`config.mk`:
```
export PLATFORM = sky130hd
export DESIGN_NAME = osd_regs
export DESIGN_NICKNAME = d
export VERILOG_FILES = /design/src/rtl/osd_pkg.sv /design/src/rtl/osd_divider.sv /design/src/rtl/osd_regs.sv
export SDC_FILE = /design/constraint.sdc
export NUM_CORES = 1
export LEC_CHECK = 0
export ABC_AREA = 1
export ABC_CLOCK_PERIOD_IN_PS = 3100
export BUFFER_PORTS_ARGS = -buffer_cell sky130_fd_sc_hd__buf_2
export CORE_MARGIN = 4
export CORE_UTILIZATION = 30
export DETAILED_ROUTE_END_ITERATION = 10
export PLACE_DENSITY = 0.52
export SETUP_SLACK_MARGIN = 0.15
export SYNTH_ARGS = -nofsm -noshare
export SYNTH_HDL_FRONTEND = slang
export SYNTH_HIERARCHICAL = 1
export SYNTH_SLANG_ARGS = --single-unit
```
`constraint.sdc`:
```
create_clock -name clk_in -period 3.1 [get_ports clk_in]
set_clock_uncertainty 0.05 [all_clocks]
set_input_delay 0 -clock clk_in [delete_from_list [all_inputs] [get_ports clk_in]]
set_output_delay 0 -clock clk_in [all_outputs]
set_load 0.01 [all_outputs]
```
`src/rtl/osd_pkg.sv`:
```
// Package for the output-state and loop-divider register bank.
// Assumes one 200 MHz clock and a byte-wide register port.
`default_nettype none
package osd_pkg;
	localparam int          NUM_OUT        = 8;
	localparam int          CLK_PERIOD_PS  = 5000;
	// Divider, misc and output-enable register addresses
	localparam logic [7:0]  ADDR_FB_HI     = 8'h00;
	localparam logic [7:0]  ADDR_FB_LO     = 8'h01;
	localparam logic [7:0]  ADDR_SFB_LO    = 8'h02;
	localparam logic [7:0]  ADDR_SFB_MSB   = 8'h03;
	localparam logic [7:0]  ADDR_REF_HI    = 8'h04;
	localparam logic [7:0]  ADDR_REF_LO    = 8'h05;
	localparam logic [7:0]  ADDR_SYN_MSB   = 8'h08;
	localparam logic [7:0]  ADDR_SYN_LO    = 8'h09;
	localparam logic [7:0]  ADDR_DBL_PRE   = 8'h0c;
	localparam logic [7:0]  ADDR_MISC      = 8'h1f;
	localparam logic [7:0]  ADDR_OUT_EN    = 8'h76;
	// Output state registers, order A0 A1 A2 B0 B1 C0 C1 D
	localparam logic [7:0]  ADDR_OUT_STATE [NUM_OUT] = '{8'h2c, 8'h2d, 8'h2e, 8'h3c, 8'h3d, 8'h4c, 8'h4d, 8'h5c};
	// Field positions
	localparam int          POS_WIN        = 5;
	localparam int          POS_SFB_OFF    = 4;
	localparam int          POS_MSB        = 7;
	localparam int          POS_DBL        = 7;
	localparam int          POS_SRC        = 6;
	localparam int          POS_OUT_PD     = 7;
	localparam int          POS_OUT_BIAS   = 5;
	localparam int          POS_OUT_STYLE  = 4;
	localparam int          POS_OUT_AMP    = 2;
	// Reset values
	localparam logic [11:0] RST_FB_DIV     = 12'hc00;
	localparam logic [2:0]  RST_WIN        = 3'h5;
	localparam logic [8:0]  RST_SFB_DIV    = 9'h01e;
	localparam logic [11:0] RST_REF_DIV    = 12'hc00;
	localparam logic [8:0]  RST_SYN_DIV    = 9'h01e;
	localparam logic [5:0]  RST_PRE_DIV    = 6'h00;
	localparam logic [7:0]  RST_MISC       = 8'h00;
	localparam logic [1:0]  RST_AMP        = 2'h0;
	// Swing per amplitude step
	localparam logic [9:0]  AMP_STEP_MV    = 10'h0fa;

	typedef struct packed {
		logic       pd;
		logic       bias;
		logic       lvpecl;
		logic [1:0] amp;
	} osd_out_cfg_t;

	typedef struct packed {
		logic       powered;
		logic       lvpecl;
		logic       toggle;
		logic [9:0] swing_mv;
	} osd_out_ctl_t;

	typedef struct packed {
		logic [2:0]  fb_win;
		logic [11:0] fb_div;
		logic        sfb_off;
		logic [8:0]  sfb_div;
		logic        byp;
		logic [2:0]  ref_win;
		logic [11:0] ref_div;
		logic [8:0]  syn_div;
		logic        dbl;
		logic        src;
		logic [5:0]  pre_div;
		logic [7:0]  misc;
	} osd_div_cfg_t;
endpackage : osd_pkg
`default_nettype wire

```
`src/rtl/osd_divider.sv`:
```
// Programmable integer divider producing a one-cycle tick.
// Ratio 0 or 1 passes every cycle; ratio is sampled continuously.
`default_nettype none
module osd_divider #(
	parameter int W = 12
) (
	input  wire logic         clk_in,   // System clock
	input  wire logic         rst_b_in, // Async reset, active low
	input  wire logic         en_in,    // Divider running
	input  wire logic [W-1:0] ratio_in, // Divide ratio
	output logic              tick_out, // One pulse per period
	output logic [W-1:0]      count_out // Current phase count
);
	typedef struct packed {
		logic [W-1:0] cnt;
		logic         tick;
	} osd_div_st_t;

	osd_div_st_t st_q;
	osd_div_st_t st_d;

	always_comb begin
		st_d = st_q;
		st_d.tick = 1'b0;
		if (!en_in) begin
			st_d.cnt = '0;
		end else if (ratio_in <= W'(1)) begin
			st_d.cnt = '0;
			st_d.tick = 1'b1;
		end else if (st_q.cnt >= ratio_in - W'(1)) begin
			st_d.cnt = '0;
			st_d.tick = 1'b1;
		end else begin
			st_d.cnt = st_q.cnt + W'(1);
		end
	end

	always_ff @(posedge clk_in or negedge rst_b_in) begin
		if (!rst_b_in) begin
			st_q <= '0;
		end else begin
			st_q <= st_d;
		end
	end

	assign tick_out  = st_q.tick;
	assign count_out = st_q.cnt;
endmodule : osd_divider
`default_nettype wire

```
`src/rtl/osd_regs.sv`:
```
// Output state and loop divider register bank with divider cores.
// Assumes a synchronous byte register port driven by the serial front end.
//
// Functional notes
// - Amplitude code 00..11 selects 250..1000 mV swing, both formats, resets 00.
// - Power-down bit 1 powers output off, overriding format, enable and amplitude.
// - Format bit 0 selects LVDS, 1 selects LVPECL, reset 0.
// - Enable bit 0 holds output low, 1 lets it toggle, reset 0.
// - Eight independent field sets for outputs A0 A1 A2 B0 B1 C0 C1 D.
// - Lock sampling phase is offset by feedback and reference window fields.
// - Twelve-bit feedback divider divides by value 1..4095, resets to 3072.
// - Second feedback divider off bit 1 disables that divider, default 0.
// - Six-bit pre-divider 1..63, zero bypasses, no effect while doubler set.
`default_nettype none
module osd_regs (
	input  wire logic                 clk_in,              // System clock, 200 MHz
	input  wire logic                 rst_b_in,            // Async reset, active low
	input  wire logic                 wr_en_in,            // Register write strobe
	input  wire logic                 rd_en_in,            // Register read strobe
	input  wire logic [7:0]           addr_in,             // Register address
	input  wire logic [7:0]           wr_data_in,          // Write data
	output logic      [7:0]           rd_data_out,         // Read data, valid cycle after rd_en
	output osd_pkg::osd_out_ctl_t [7:0] sync_ref_output_out, // Per-output drive controls
	output logic      [7:0]           output_bias_out,     // Per-output bias request
	output osd_pkg::osd_div_cfg_t     div_cfg_out,         // Registered divider fields
	output logic                      fb_tick_out,         // First-loop feedback divider tick
	output logic                      second_fb_tick_out,  // Second feedback divider tick
	output logic                      synth_ref_tick_out,  // Second-loop reference tick
	output logic                      lock_sample_out      // Lock detector sample strobe
);
	typedef struct packed {
		osd_pkg::osd_div_cfg_t                 div;
		osd_pkg::osd_out_cfg_t [7:0]           outs;
		logic                  [7:0]           en;
		logic                  [7:0]           rd;
		logic                                  sample;
	} osd_state_t;

	osd_state_t  st_q;
	osd_state_t  st_d;
	logic [11:0] fb_count;
	logic        pre_tick;
	logic        pre_en;
	logic [11:0] sample_phase;

	function automatic logic [7:0] read_mux(input osd_state_t s, input logic [7:0] a);
		logic [7:0] v;
		v = 8'h00;
		case (a)
			osd_pkg::ADDR_FB_HI:   v = {s.div.fb_win, s.div.sfb_off, s.div.fb_div[11:8]};
			osd_pkg::ADDR_FB_LO:   v = s.div.fb_div[7:0];
			osd_pkg::ADDR_SFB_LO:  v = s.div.sfb_div[7:0];
			osd_pkg::ADDR_SFB_MSB: v = {s.div.sfb_div[8], 6'h00, s.div.byp};
			osd_pkg::ADDR_REF_HI:  v = {s.div.ref_win, 1'b0, s.div.ref_div[11:8]};
			osd_pkg::ADDR_REF_LO:  v = s.div.ref_div[7:0];
			osd_pkg::ADDR_SYN_MSB: v = {7'h00, s.div.syn_div[8]};
			osd_pkg::ADDR_SYN_LO:  v = s.div.syn_div[7:0];
			osd_pkg::ADDR_DBL_PRE: v = {s.div.dbl, s.div.src, s.div.pre_div};
			osd_pkg::ADDR_MISC:    v = s.div.misc;
			osd_pkg::ADDR_OUT_EN:  v = s.en;
			default: begin
				for (int i = 0; i < osd_pkg::NUM_OUT; i++) begin
					if (a == osd_pkg::ADDR_OUT_STATE[i]) begin
						v = {s.outs[i].pd, 1'b0, s.outs[i].bias, s.outs[i].lvpecl, s.outs[i].amp, 2'h0};
					end
				end
			end
		endcase
		return v;
	endfunction : read_mux

	always_comb begin
		st_d = st_q;
		if (wr_en_in) begin
			case (addr_in)
				osd_pkg::ADDR_FB_HI: begin
					st_d.div.fb_win       = wr_data_in[osd_pkg::POS_WIN +: 3];
					st_d.div.sfb_off      = wr_data_in[osd_pkg::POS_SFB_OFF];
					st_d.div.fb_div[11:8] = wr_data_in[3:0];
				end
				osd_pkg::ADDR_FB_LO:  st_d.div.fb_div[7:0] = wr_data_in;
				osd_pkg::ADDR_SFB_LO: st_d.div.sfb_div[7:0] = wr_data_in;
				osd_pkg::ADDR_SFB_MSB: begin
					st_d.div.sfb_div[8] = wr_data_in[osd_pkg::POS_MSB];
					st_d.div.byp        = wr_data_in[0];
				end
				osd_pkg::ADDR_REF_HI: begin
					st_d.div.ref_win       = wr_data_in[osd_pkg::POS_WIN +: 3];
					st_d.div.ref_div[11:8] = wr_data_in[3:0];
				end
				osd_pkg::ADDR_REF_LO:  st_d.div.ref_div[7:0] = wr_data_in;
				osd_pkg::ADDR_SYN_MSB: st_d.div.syn_div[8] = wr_data_in[0];
				osd_pkg::ADDR_SYN_LO:  st_d.div.syn_div[7:0] = wr_data_in;
				osd_pkg::ADDR_DBL_PRE: begin
					st_d.div.dbl     = wr_data_in[osd_pkg::POS_DBL];
					st_d.div.src     = wr_data_in[osd_pkg::POS_SRC];
					st_d.div.pre_div = wr_data_in[5:0];
				end
				osd_pkg::ADDR_MISC:   st_d.div.misc = wr_data_in;
				osd_pkg::ADDR_OUT_EN: st_d.en = wr_data_in;
				default: begin
					for (int i = 0; i < osd_pkg::NUM_OUT; i++) begin
						if (addr_in == osd_pkg::ADDR_OUT_STATE[i]) begin
							st_d.outs[i].pd     = wr_data_in[osd_pkg::POS_OUT_PD];
							st_d.outs[i].bias   = wr_data_in[osd_pkg::POS_OUT_BIAS];
							st_d.outs[i].lvpecl = wr_data_in[osd_pkg::POS_OUT_STYLE];
							st_d.outs[i].amp    = wr_data_in[osd_pkg::POS_OUT_AMP +: 2];
						end
					end
				end
			endcase
		end
		// Read returns pre-write contents when both strobes coincide
		if (rd_en_in) begin
			st_d.rd = read_mux(st_q, addr_in);
		end
		st_d.sample = (fb_count == sample_phase);
	end

	always_ff @(posedge clk_in or negedge rst_b_in) begin
		if (!rst_b_in) begin
			st_q              <= '0;
			st_q.div.fb_win   <= osd_pkg::RST_WIN;
			st_q.div.fb_div   <= osd_pkg::RST_FB_DIV;
			st_q.div.sfb_div  <= osd_pkg::RST_SFB_DIV;
			st_q.div.ref_win  <= osd_pkg::RST_WIN;
			st_q.div.ref_div  <= osd_pkg::RST_REF_DIV;
			st_q.div.syn_div  <= osd_pkg::RST_SYN_DIV;
			st_q.div.pre_div  <= osd_pkg::RST_PRE_DIV;
			st_q.div.misc     <= osd_pkg::RST_MISC;
		end else begin
			st_q <= st_d;
		end
	end

	// Window fields set the sampling offset inside the feedback period
	assign sample_phase = {6'h00, st_q.div.fb_win, st_q.div.ref_win};

	osd_divider #(.W(12)) u_fb_div (
		.clk_in    (clk_in),
		.rst_b_in  (rst_b_in),
		.en_in     (1'b1),
		.ratio_in  (st_q.div.fb_div),
		.tick_out  (fb_tick_out),
		.count_out (fb_count)
	);

	osd_divider #(.W(9)) u_sfb_div (
		.clk_in    (clk_in),
		.rst_b_in  (rst_b_in),
		.en_in     (!st_q.div.sfb_off),
		.ratio_in  (st_q.div.sfb_div),
		.tick_out  (second_fb_tick_out),
		.count_out ()
	);

	// Doubler or zero code routes the reference straight through
	assign pre_en = !st_q.div.dbl && (st_q.div.pre_div != 6'h00);

	osd_divider #(.W(6)) u_pre_div (
		.clk_in    (clk_in),
		.rst_b_in  (rst_b_in),
		.en_in     (pre_en),
		.ratio_in  (st_q.div.pre_div),
		.tick_out  (pre_tick),
		.count_out ()
	);

	assign synth_ref_tick_out = pre_en ? pre_tick : 1'b1;

	always_comb begin
		for (int i = 0; i < osd_pkg::NUM_OUT; i++) begin
			// Power-down masks format, enable and amplitude of the output, but not its bias
			sync_ref_output_out[i].powered  = !st_q.outs[i].pd;
			sync_ref_output_out[i].lvpecl   = !st_q.outs[i].pd && st_q.outs[i].lvpecl;
			sync_ref_output_out[i].toggle   = !st_q.outs[i].pd && st_q.en[7 - i];
			sync_ref_output_out[i].swing_mv = st_q.outs[i].pd ? 10'h000 :
				10'(amp_to_mv(st_q.outs[i].amp));
			output_bias_out[i] = st_q.outs[i].bias;
		end
	end

	function automatic logic [11:0] amp_to_mv(input logic [1:0] code);
		return 12'(osd_pkg::AMP_STEP_MV) * 12'({10'h000, code} + 12'h001);
	endfunction : amp_to_mv

	assign rd_data_out     = st_q.rd;
	assign div_cfg_out     = st_q.div;
	assign lock_sample_out = st_q.sample;
endmodule : osd_regs
`default_nettype wire

```
==> results of run 1 <==
==> routing by layer <==
| metal | up-vias | GRT usage (%) | wire [um] | part of all wire (%) |
|---|---|---|---|---|
| li1 | 4803 | - | - | - |
| met1 | 4435 | 23.13 | 15390 | 45 |
| met3 | 32 | 4.079 | 2368 | 7.0 |
| met2 | 263 | 27.36 | 15760 | 46 |
| met5 | - | 0 | 46 | 0.14 |
| met4 | 8 | 3.748 | 454 | 1.3 |
==> placed cells by master (no fill, tap or decap), drive strengths merged, types with 3 or more instances in the layout <==
cell	n
a21oi	35
buf	207
clkbuf	20
clkinv	7
conb	10
dfrtp	137
dfstp	16
dlygate4sd3	13
fa	8
ha	92
inv	193
nand2	388
nand3	101
nand4	12
nor2	221
nor3	9
nor4	4
o21a	5
o21ai	83
o22ai	3
xnor2	33
xor2	19
==> registers in the layout (all words and copies together), names as in the netlist <==
register             cells
st_q                    40
lock_sample_out          1
rd_data_out              8
output_bias_out          8
u_sfb_div/tick_out       1
u_pre_div/tick_out       1
div_cfg_out             66
u_pre_div/count_out      6
u_sfb_div/count_out      9
u_fb_div/count_out      12
u_fb_div/tick_out        1
==> how the worst min path moves through the flow <==
stage               startpoint               endpoint  depth (start not counted)
floorplan             rst_b_in         div_cfg_out[0]                          0
global placement      rst_b_in  u_fb_div/count_out[8]                          1
detailed placement    rst_b_in  u_fb_div/count_out[8]                          1
CTS                 addr_in[2]        div_cfg_out[24]                          6
global route          rst_b_in        div_cfg_out[18]                          2
finish              addr_in[2]        div_cfg_out[24]                          6
==> repair_timing <==
item                                    4_1_cts  5_1_grt
setup buffers                                 0        0
hold endpoints to repair                    203        0
endpoints found under the setup margin        0        0
hold buffers                                 13        0
==> area by class of cell <==
| cell class | count | share of cell area (%) |
|---|---|---|
| Clock buffer | 20 | 3.711 |
| Multi-Input combinational cell | 1035 | 44.70 |
| Inverter | 190 | 5.670 |
| Sequential cell | 153 | 30.60 |
| Antenna cell | 2 | 0.03979 |
| Tap cell | 468 | 4.656 |
| Clock inverter | 12 | 1.084 |
| Timing Repair Buffer | 220 | 9.540 |
==> logic make-up (layout without fill, tap and decap cells) <==
| group | after synthesis | after routing |
|---|---|---|
| xor gates and xnor gates | 52 | 52 |
| and+or+nand+nor | 738 | 738 |
| adders and majority gates | 100 | 100 |
| buffers and inverters | 322 | 442 |
| DFF | 153 | 153 |
| other | 2 | 12 |
| AOI/OAI and AO/OA | 135 | 135 |
==> worst max-delay path: stages, from the launching register on <==
cell and delay, ns:
dfrtp_1 0.53, inv_1 0.14, ha_1 0.34, xnor2_1 0.15, ha_1 0.17, inv_1 0.05, fa_1 0.35, inv_1 0.09
o21ai_0 0.08, a21oi_1 0.16, buf_2 0.16
==> power by group through the flow <==
stage / logic (W) / registers [W] / clock network (W)
after floorplan: 0.000812 / 0.00224 / 0
after global placement: 0.00112 / 0.00228 / 0
after detailed placement: 0.00114 / 0.00229 / 0
after CTS: 0.00116 / 0.00225 / 0.00223
after global routing: 0.00130 / 0.00227 / 0.00232
final: 0.00113 / 0.00225 / 0.00217
==> metrics by stage <==
stage / total power [W] / setup slack [ns]
4_1_cts: 0.005639 / 0.3073
2_1_floorplan: 0.003054 / 0.9153
5_1_grt: 0.005884 / 0.1573
3_5_place_dp: 0.003428 / 0.4321
6_report: 0.005553 / 0.3901
3_3_place_gp: 0.003409 / 0.5470
==> impl_metrics.tcl, run 1 <==
set metrics [dict create \
    cts_buffers 17 \
    start_util_pct 30.27 \
    vias 9541 \
    rsz0062_at_grt "no" \
    drtAntennaViolNets 0 \
    setup_violations 0 \
    cts_sinks 153 \
    leakage_nw 6.632 \
    yosys.area_share.simple_pct 28.04 \
    syn_inst 1502 \
    clk_pin_slew_worst_paths_ns 0.07 \
    synthArstFlopShare_pct 100.0 \
    yosys_warnings 6 \
    die-area_um2 39990 \
    postLayoutCoreUtil_pct 34.44 \
    fmax_mhz 369.0 \
    area_growth_pct 13.76 \
    setup.worst_path.start_class "flip-flop" \
    htree_levels 4 \
    arrival_ns 2.66 \
    grt_usage_pct 16.91 \
    postLayoutCellArea_um2 12580 \
    critPathMaxFanout 9 \
    end_kind "primary output" \
    grt-ovfl-total 0 \
    clockBufferDepth 2 \
    p_per_area_nw_per_um2 441.5 \
    synthXorXnorAreaFrac_pct 4.120 \
    synth-compound-area-share_pct 6.485 \
    placedInstanceArea_um2 11840 \
    cts_resized 0 \
    synth_seq_cells 153 \
    yosys-top-cells-area "dfrtp_1, nand2_1, ha_1" \
    grt_pass1_vias 8971 \
    synth_top_cell_area_share_pct 31.01 \
    syn_area_um2 11060 \
    hp-class "in -> reg" \
    p_clk_share_pct 39.1 \
    drc 0 \
    p_int_w 0.003801 \
    root_buffer "clkbuf_16" \
    r2r_setup_slack_ns 0.44 \
    first_iter_violations 554 \
    insertion_delay_ns 0.43 \
    seqPwrFrac_pct 40.5 \
    whs_ns 0.05140 \
    synth_fa_ha_area_share_pct 11.86 \
    synth-edff-count 0 \
    multi_input_area_um2 5622 \
    portBuffers 201 \
    r2r-end "u_fb_div/count_out[0]" \
    p_sw_share_pct 31.56 \
    dp.cells 2053 \
    p_switching_w 0.001753 \
    wl_per_cell_um 16.20 \
    pwr-share-comb_pct 20.4 \
    muxShareOfSynthArea_pct 0 \
    firstDrtPassIters 6 \
    postSynthAreaPerCell_um2 7.361 \
    routed_wl_mm 34.02 \
    min_period_ns 2.710 \
    via_per_inst 4.543 \
    fp.coreArea_um2 36520 \
    maxCapViolations 0 \
    cp-endpoint "sync_ref_output_out[34]" \
    yosysMostFrequentCell "nand2_1" \
    grt_pass1_wl_mm 52.25 \
    hpwl_mm 26.29 \
    synth_cell_types 40 \
    yosysSeqAreaShare_pct 34.81 \
    reg2reg_from "div_cfg_out[51]" \
    drv_slew 0 \
    hold_viol 0 \
    place.gp.congestion 0.8539 \
    tns_ns 0 \
    ir_drop_mv 0.3038 \
    ff2ff_path_depth 14 \
    antenna_found_initial 6 \
    chipHeight_um 200.0 \
    synth_top_family_by_area "simple AND/OR/NAND/NOR gates" \
    min_period_over_period_pct 87.42 \
    core.rowCount 70 \
    die_w_um 200.0 \
    relSlewSlack_pct 39.90 \
    status "complete, no violations" \
    cts_tree "yes" \
    tightestPinTransition_ns 0.8982 \
    nFillCells 3937 \
    io_pins 210 \
    critPathLaunch "st_q[27]" \
    ys.flop_type "dfrtp_1" \
    seqCellArea_um2 3849 \
    drive_above_1_share_pct 19.14 \
    worstPathRequired_ns 3.05 \
    layout.nets 1737 \
    grt_max_degree 96 \
    fin_cells 2100 \
    yosys.area.top_type "dfrtp_1" \
    crit_type "reg -> out" \
    synthTopCellsByCount "nand2_1, nor2_1, inv_1" \
]
Note: power is estimated with default switching activity, not from simulation.
==> inputs of run 2 (changes only) <==
- CELL_PAD_IN_SITES_DETAIL_PLACEMENT: not set -> 0
- CELL_PAD_IN_SITES_GLOBAL_PLACEMENT: not set -> 1
- CORE_UTILIZATION: 30 -> 41
- PLACE_DENSITY: 0.52 -> 0.86
==> impl_metrics.tcl, run 2 (synthesis gave the netlist of run 1 again) <==
set metrics [dict create \
    status "complete, no violations" \
    grt_max_degree 80 \
    layout.nets 1736 \
    place.gp.congestion 0.9049 \
    wl_per_cell_um 15.62 \
    postLayoutCoreUtil_pct 47.24 \
    root_buffer "clkbuf_16" \
    drtAntennaViolNets 0 \
    core.rowCount 59 \
    seqCellArea_um2 3849 \
    grt_pass1_wl_mm 48.51 \
    layout_common_cells "nand2_1, buf_2, nor2_1" \
    min_period_over_period_pct 86.89 \
    tns_ns 0 \
    p_int_w 0.003830 \
    io_pins 210 \
    max_stage_delay_ns 0.51 \
    final_common_cell "nand2_1" \
    cp.buffers_inverters 4 \
    largest_reg_flops 66 \
    firstDrtPassIters 5 \
    seqPwrFrac_pct 40.6 \
    nFillCells 2696 \
    cpMostUsedCell "inv_1" \
    first_iter_violations 778 \
    crit_cells 10 \
    r2r_setup_slack_ns 0.47 \
    p_clk_share_pct 39.4 \
    ff2ff_path_depth 14 \
    critPathLaunch "st_q[32]" \
    via_per_inst 4.866 \
    multi_input_area_um2 5622 \
    setup.worst_path.start_class "flip-flop" \
    crit_slowest_cell "dfrtp_1" \
    drive_above_1_share_pct 19.15 \
    hold_viol 0 \
    die_w_um 172.2 \
    p_switching_w 0.001719 \
    clockBufferDepth 2 \
    worstPathRequired_ns 3.05 \
    drc 0 \
    chipHeight_um 172.2 \
    hpwl_mm 23.68 \
    placedInstanceArea_um2 11670 \
    cts_tree "yes" \
    portBuffers 201 \
    hp-class "in -> reg" \
    tightestPinTransition_ns 0.9150 \
    ir_drop_mv 0.3997 \
    antenna_found_initial 6 \
    min_period_ns 2.694 \
    rsz0062_at_grt "no" \
    start_util_pct 42.07 \
    pwr-share-comb_pct 20.1 \
    critPathTopFamily "adder cells" \
    grt_pass1_vias 9122 \
    vias 9576 \
    routed_wl_mm 30.75 \
    cp_cell_sequence "inv_1, ha_1, xnor2_1, ha_1, inv_1, fa_1, inv_1, o21ai_0, a21oi_1, buf_2" \
    drv_slew 0 \
    p_per_area_nw_per_um2 447.0 \
    crit_type "reg -> out" \
    critPathMaxFanout 8 \
    p_sw_share_pct 30.98 \
    postCtsSetupRepairBufs 0 \
    setup_violations 0 \
    postLayoutCellArea_um2 12410 \
    cts_sinks 153 \
    die-area_um2 29660 \
    maxCapViolations 0 \
    fin_cells 1968 \
    fp.coreArea_um2 26280 \
    arrival_ns 2.64 \
    grt_usage_pct 20.82 \
    dp.cells 1920 \
    fmax_mhz 371.3 \
    insertion_delay_ns 0.43 \
    reg2reg_from "div_cfg_out[51]" \
    htree_levels 4 \
    relSlewSlack_pct 38.78 \
    r2r-end "u_fb_div/count_out[10]" \
    clk_pin_slew_worst_paths_ns 0.07 \
    end_kind "primary output" \
    cts_buffers 17 \
    grt-ovfl-total 0 \
    leakage_nw 6.611 \
    cp-endpoint "sync_ref_output_out[47]" \
    p_total_w 0.005549 \
    area_growth_pct 12.29 \
]
## run 2: power by group through the flow
stage                     Clock, W  Combinational [W]  Sequential (W)
final                      0.00218            0.00111         0.00225
after global routing       0.00229            0.00127         0.00227
after CTS                  0.00220            0.00113         0.00225
after detailed placement         0            0.00111         0.00229
after global placement           0            0.00109         0.00228
after floorplan                  0           0.000812         0.00224
## run 2: cell type report
type                       count  area share (%)
sequential                   153           31.00
clock inverter                14           1.391
tap                          335           3.376
timing repair buffer         219           9.585
multi-input combinational   1035           45.28
antenna                        4         0.08063
inverter                     190           5.745
clock buffer                  18           3.538
## run 2: worst min-delay path, cell delays in order
cell and delay (ns):
buf_2 0.14, inv_1 0.08, nand3_1 0.10, nor2_1 0.06, a21oi_1 0.13
## run 2: layer usage
metal / vias to the layer above / track usage [%] / part of all wire, %
met5: - / 0 / 0.068
met4: 4 / 6.015 / 1.9
met3: 40 / 5.030 / 7.3
met2: 299 / 33.76 / 46
met1: 4432 / 27.86 / 44
li1: 4801 / - / -
## run 2: through the flow
step                hold slack [ns]  setup slack [ns]
floorplan                   -0.3456            0.9153
global placement            0.02884            0.5751
detailed placement          0.04423            0.4921
CTS                         0.05680            0.4043
global route                 0.1219            0.2070
finish                      0.07805            0.4065
## run 2: timing repair
item	4_1_cts	5_1_grt
gates resized for setup	0	0
hold buffers	12	0
endpoints found under the hold margin	128	0
## run 2: how the worst min path moves through the flow
stage	slack, ns	endpoint	cells after the start	from
global route	0.12	div_cfg_out[24]	6	addr_in[2]
detailed placement	0.04	u_pre_div/count_out[3]	1	rst_b_in
finish	0.08	div_cfg_out[24]	5	addr_in[2]
CTS	0.06	div_cfg_out[24]	6	addr_in[2]
floorplan	-0.35	div_cfg_out[0]	0	rst_b_in
global placement	0.03	u_pre_div/count_out[5]	1	rst_b_in
==> inputs of run 3 (changes only) <==
- ABC_AREA: 1 -> 0
- CORE_UTILIZATION: 41 -> 44
- PLACE_DENSITY: 0.86 -> 0.85
==> impl_metrics.tcl, run 3 <==
set metrics [dict create \
    ir_drop_mv 0.3848 \
    vias 8500 \
    synth_cell_types 87 \
    postLayoutCellArea_um2 12530 \
    die_w_um 167.6 \
    yosys-top-cells-area "dfrtp_1, ha_1, mux2_2" \
    grt-ovfl-total 0 \
    max_stage_delay_ns 0.43 \
    placedInstanceArea_um2 11870 \
    antenna_found_initial 3 \
    die-area_um2 28100 \
    synthArstFlopShare_pct 100.0 \
    largest_reg_flops 66 \
    root_buffer "clkbuf_16" \
    r2r_setup_slack_ns 0.34 \
    yosys_warnings 6 \
    yosysSeqAreaShare_pct 34.33 \
    syn_inst 1088 \
    place_ws_ns 0.3496 \
    fp.coreArea_um2 25110 \
    crit_slowest_cell "dfrtp_1" \
    wl_per_cell_um 19.89 \
    cts_tree "yes" \
    cpMostUsedCell "ha_1" \
    grt_max_degree 78 \
    dp.cells 1497 \
    via_per_inst 5.537 \
    reg2reg_from "div_cfg_out[51]" \
    end_kind "flip-flop" \
    drv_slew 0 \
    drive_above_1_share_pct 35.05 \
    chipHeight_um 167.6 \
    critPathTopFamily "simple AND/OR/NAND/NOR gates" \
    r2r-end "u_fb_div/count_out[1]" \
    setup.worst_path.start_class "flip-flop" \
    min_period_ns 2.761 \
    whs_ns 0.07847 \
    syn_area_um2 11210 \
    maxCapViolations 0 \
    place.gp.congestion 0.9013 \
    postCtsSetupRepairBufs 0 \
    min_period_over_period_pct 89.07 \
    drc 0 \
    holdPathStages 4 \
    ys.flop_type "dfrtp_1" \
    setup_ws_ns 0.3387 \
    area_growth_pct 11.77 \
    crit_type "reg -> reg" \
    seqCellArea_um2 3854 \
    ff2ff_path_depth 11 \
    setup_violations 0 \
    rsz0062_at_grt "yes" \
    cp.buffers_inverters 2 \
    nFillCells 2315 \
    worstPathRequired_ns 3.36 \
    drtAntennaViolNets 0 \
    min_to "rd_data_out[7]" \
    cts_sinks 153 \
    min_from "addr_in[7]" \
    firstDrtPassIters 6 \
    yosys.area.top_type "dfrtp_1" \
    arrival_ns 3.02 \
    yosysMostFrequentCell "dfrtp_1" \
    htree_levels 4 \
    grt_pass1_wl_mm 47.90 \
    synth_top_cell_area_share_pct 30.58 \
    hpwl_mm 22.65 \
    synth_seq_cells 153 \
    leakage_nw 6.036 \
    p_per_area_nw_per_um2 440.8 \
    routed_wl_mm 30.53 \
    relSlewSlack_pct 45.34 \
    multi_input_area_um2 6228 \
    postSynthAreaPerCell_um2 10.31 \
    clk_pin_slew_worst_paths_ns 0.06 \
    cp_cell_sequence "inv_1, ha_1, nand4b_1, nor3_1, xnor2_1, ha_1, a41o_1, a21oi_1, nand3_1, buf_4, nor4b_1" \
    synth-edff-count 0 \
    grt_usage_pct 21.42 \
    fin_cells 1535 \
    first_iter_violations 731 \
    layout.nets 1311 \
    start_util_pct 44.65 \
    tightestPinTransition_ns 0.7993 \
    core.rowCount 58 \
    hold_viol 0 \
    tns_ns 0 \
    cts_buffers 17 \
    final_common_cell "buf_2" \
    layout_common_cells "buf_2, dfrtp_1, mux2_2" \
    portBuffers 201 \
    fmax_mhz 362.1 \
    clockBufferDepth 2 \
    critPathMaxFanout 12 \
    synthTopCellsByCount "dfrtp_1, mux2_2, buf_4" \
    io_pins 210 \
    status "complete, no violations" \
    insertion_delay_ns 0.43 \
    hp-class "in -> reg" \
    grt_pass1_vias 8409 \
]
==> run 3: changes by cell type in the layout (fill, tap and decap cells not counted), moves of 11 or more <==
cell and delta:
nand2_1 -357, nor2_1 -117, inv_1 -114, mux2_2 +102
o21ai_0 -64, nand3_1 -59, nor2b_1 +58, nor2_2 -26
xnor2_1 +17, mux2_1 +16, nand4_1 +14, nor4_2 +14
a22oi_1 +12, inv_2 -11
==> run 3: what timing repair did <==
action                     4_1_cts  5_1_grt
hold endpoints to repair       102        0
resized for setup                0        5
hold buffers                     5        0
setup endpoints to repair        0       11
==> run 3: power by group <==
part / switching (W) / total, W / internal, W / leakage (nW)
logic: 0.000642 / 0.00112 / 0.000479 / 3.72
registers: 0.000151 / 0.00226 / 0.00211 / 2.04
clock network: 0.000867 / 0.00214 / 0.00127 / 0.285
total: 0.00166 / 0.00552 / 0.00386 / 6.04
==> run 3: cell type report <==
type | instances | share of cell area, %
repair buffers | 222 | 9.535
inverters | 64 | 1.917
clock buffers | 19 | 3.454
well taps | 330 | 3.295
diodes | 1 | 0.01997
clock inverters | 13 | 1.328
flip-flops and latches | 153 | 30.75
multi-input cells | 733 | 49.70
==> run 3: worst max path at each step <==
| stage | startpoint | end | slack (ns) | cells after the start |
|---|---|---|---|---|
| 2_1_floorplan | div_cfg_out[55] | u_fb_div/count_out[11] | 0.62 | 10 |
| 3_3_place_gp | div_cfg_out[54] | u_fb_div/count_out[4] | 0.44 | 10 |
| 3_5_place_dp | div_cfg_out[54] | u_fb_div/count_out[1] | 0.35 | 10 |
| 4_1_cts | st_q[47] | sync_ref_output_out[86] | 0.27 | 10 |
| 5_1_grt | div_cfg_out[51] | u_fb_div/count_out[4] | 0.13 | 11 |
| 6_report | div_cfg_out[51] | u_fb_div/count_out[1] | 0.34 | 11 |
==> run 3: kinds of logic after synthesis <==
logic type	Yosys count	share of synthesized area, %
AOI/OAI and AO/OA	112	7.600
muxes	121	12.12
other	2	0.06698
adders and majority gates	100	11.70
DFF	153	34.33
and+or+nand+nor	318	17.94
buffers and inverters	210	10.62
xor gates and xnor gates	72	5.624
==> run 3: metrics by stage <==
| step | power [W] | util (%) |
|---|---|---|
| after global routing | 0.005780 | 49.90 |
| after floorplan | 0.003060 | - |
| after CTS | 0.005562 | 49.86 |
| after global placement | 0.003388 | 47.27 |
| after detailed placement | 0.003412 | 47.27 |
| final | 0.005524 | 49.91 |
==> run 3: worst reg2reg max path, delay by kind of cell (launching register included) <==
kind	cells	cell delay, ns
simple gates	4	0.80
fa+ha+maj	2	0.51
compound gates	2	0.39
flops	1	0.43
buf+inv	2	0.32
xor+xnor	1	0.15
==> run 3: routing by layer <==
metal	wire length [um]	global-route usage [%]	vias up
met1	12860	28.41	4159
met5	20	0	-
met2	14480	34.77	354
met4	610	5.963	4
met3	2567	5.689	44
li1	-	-	3939
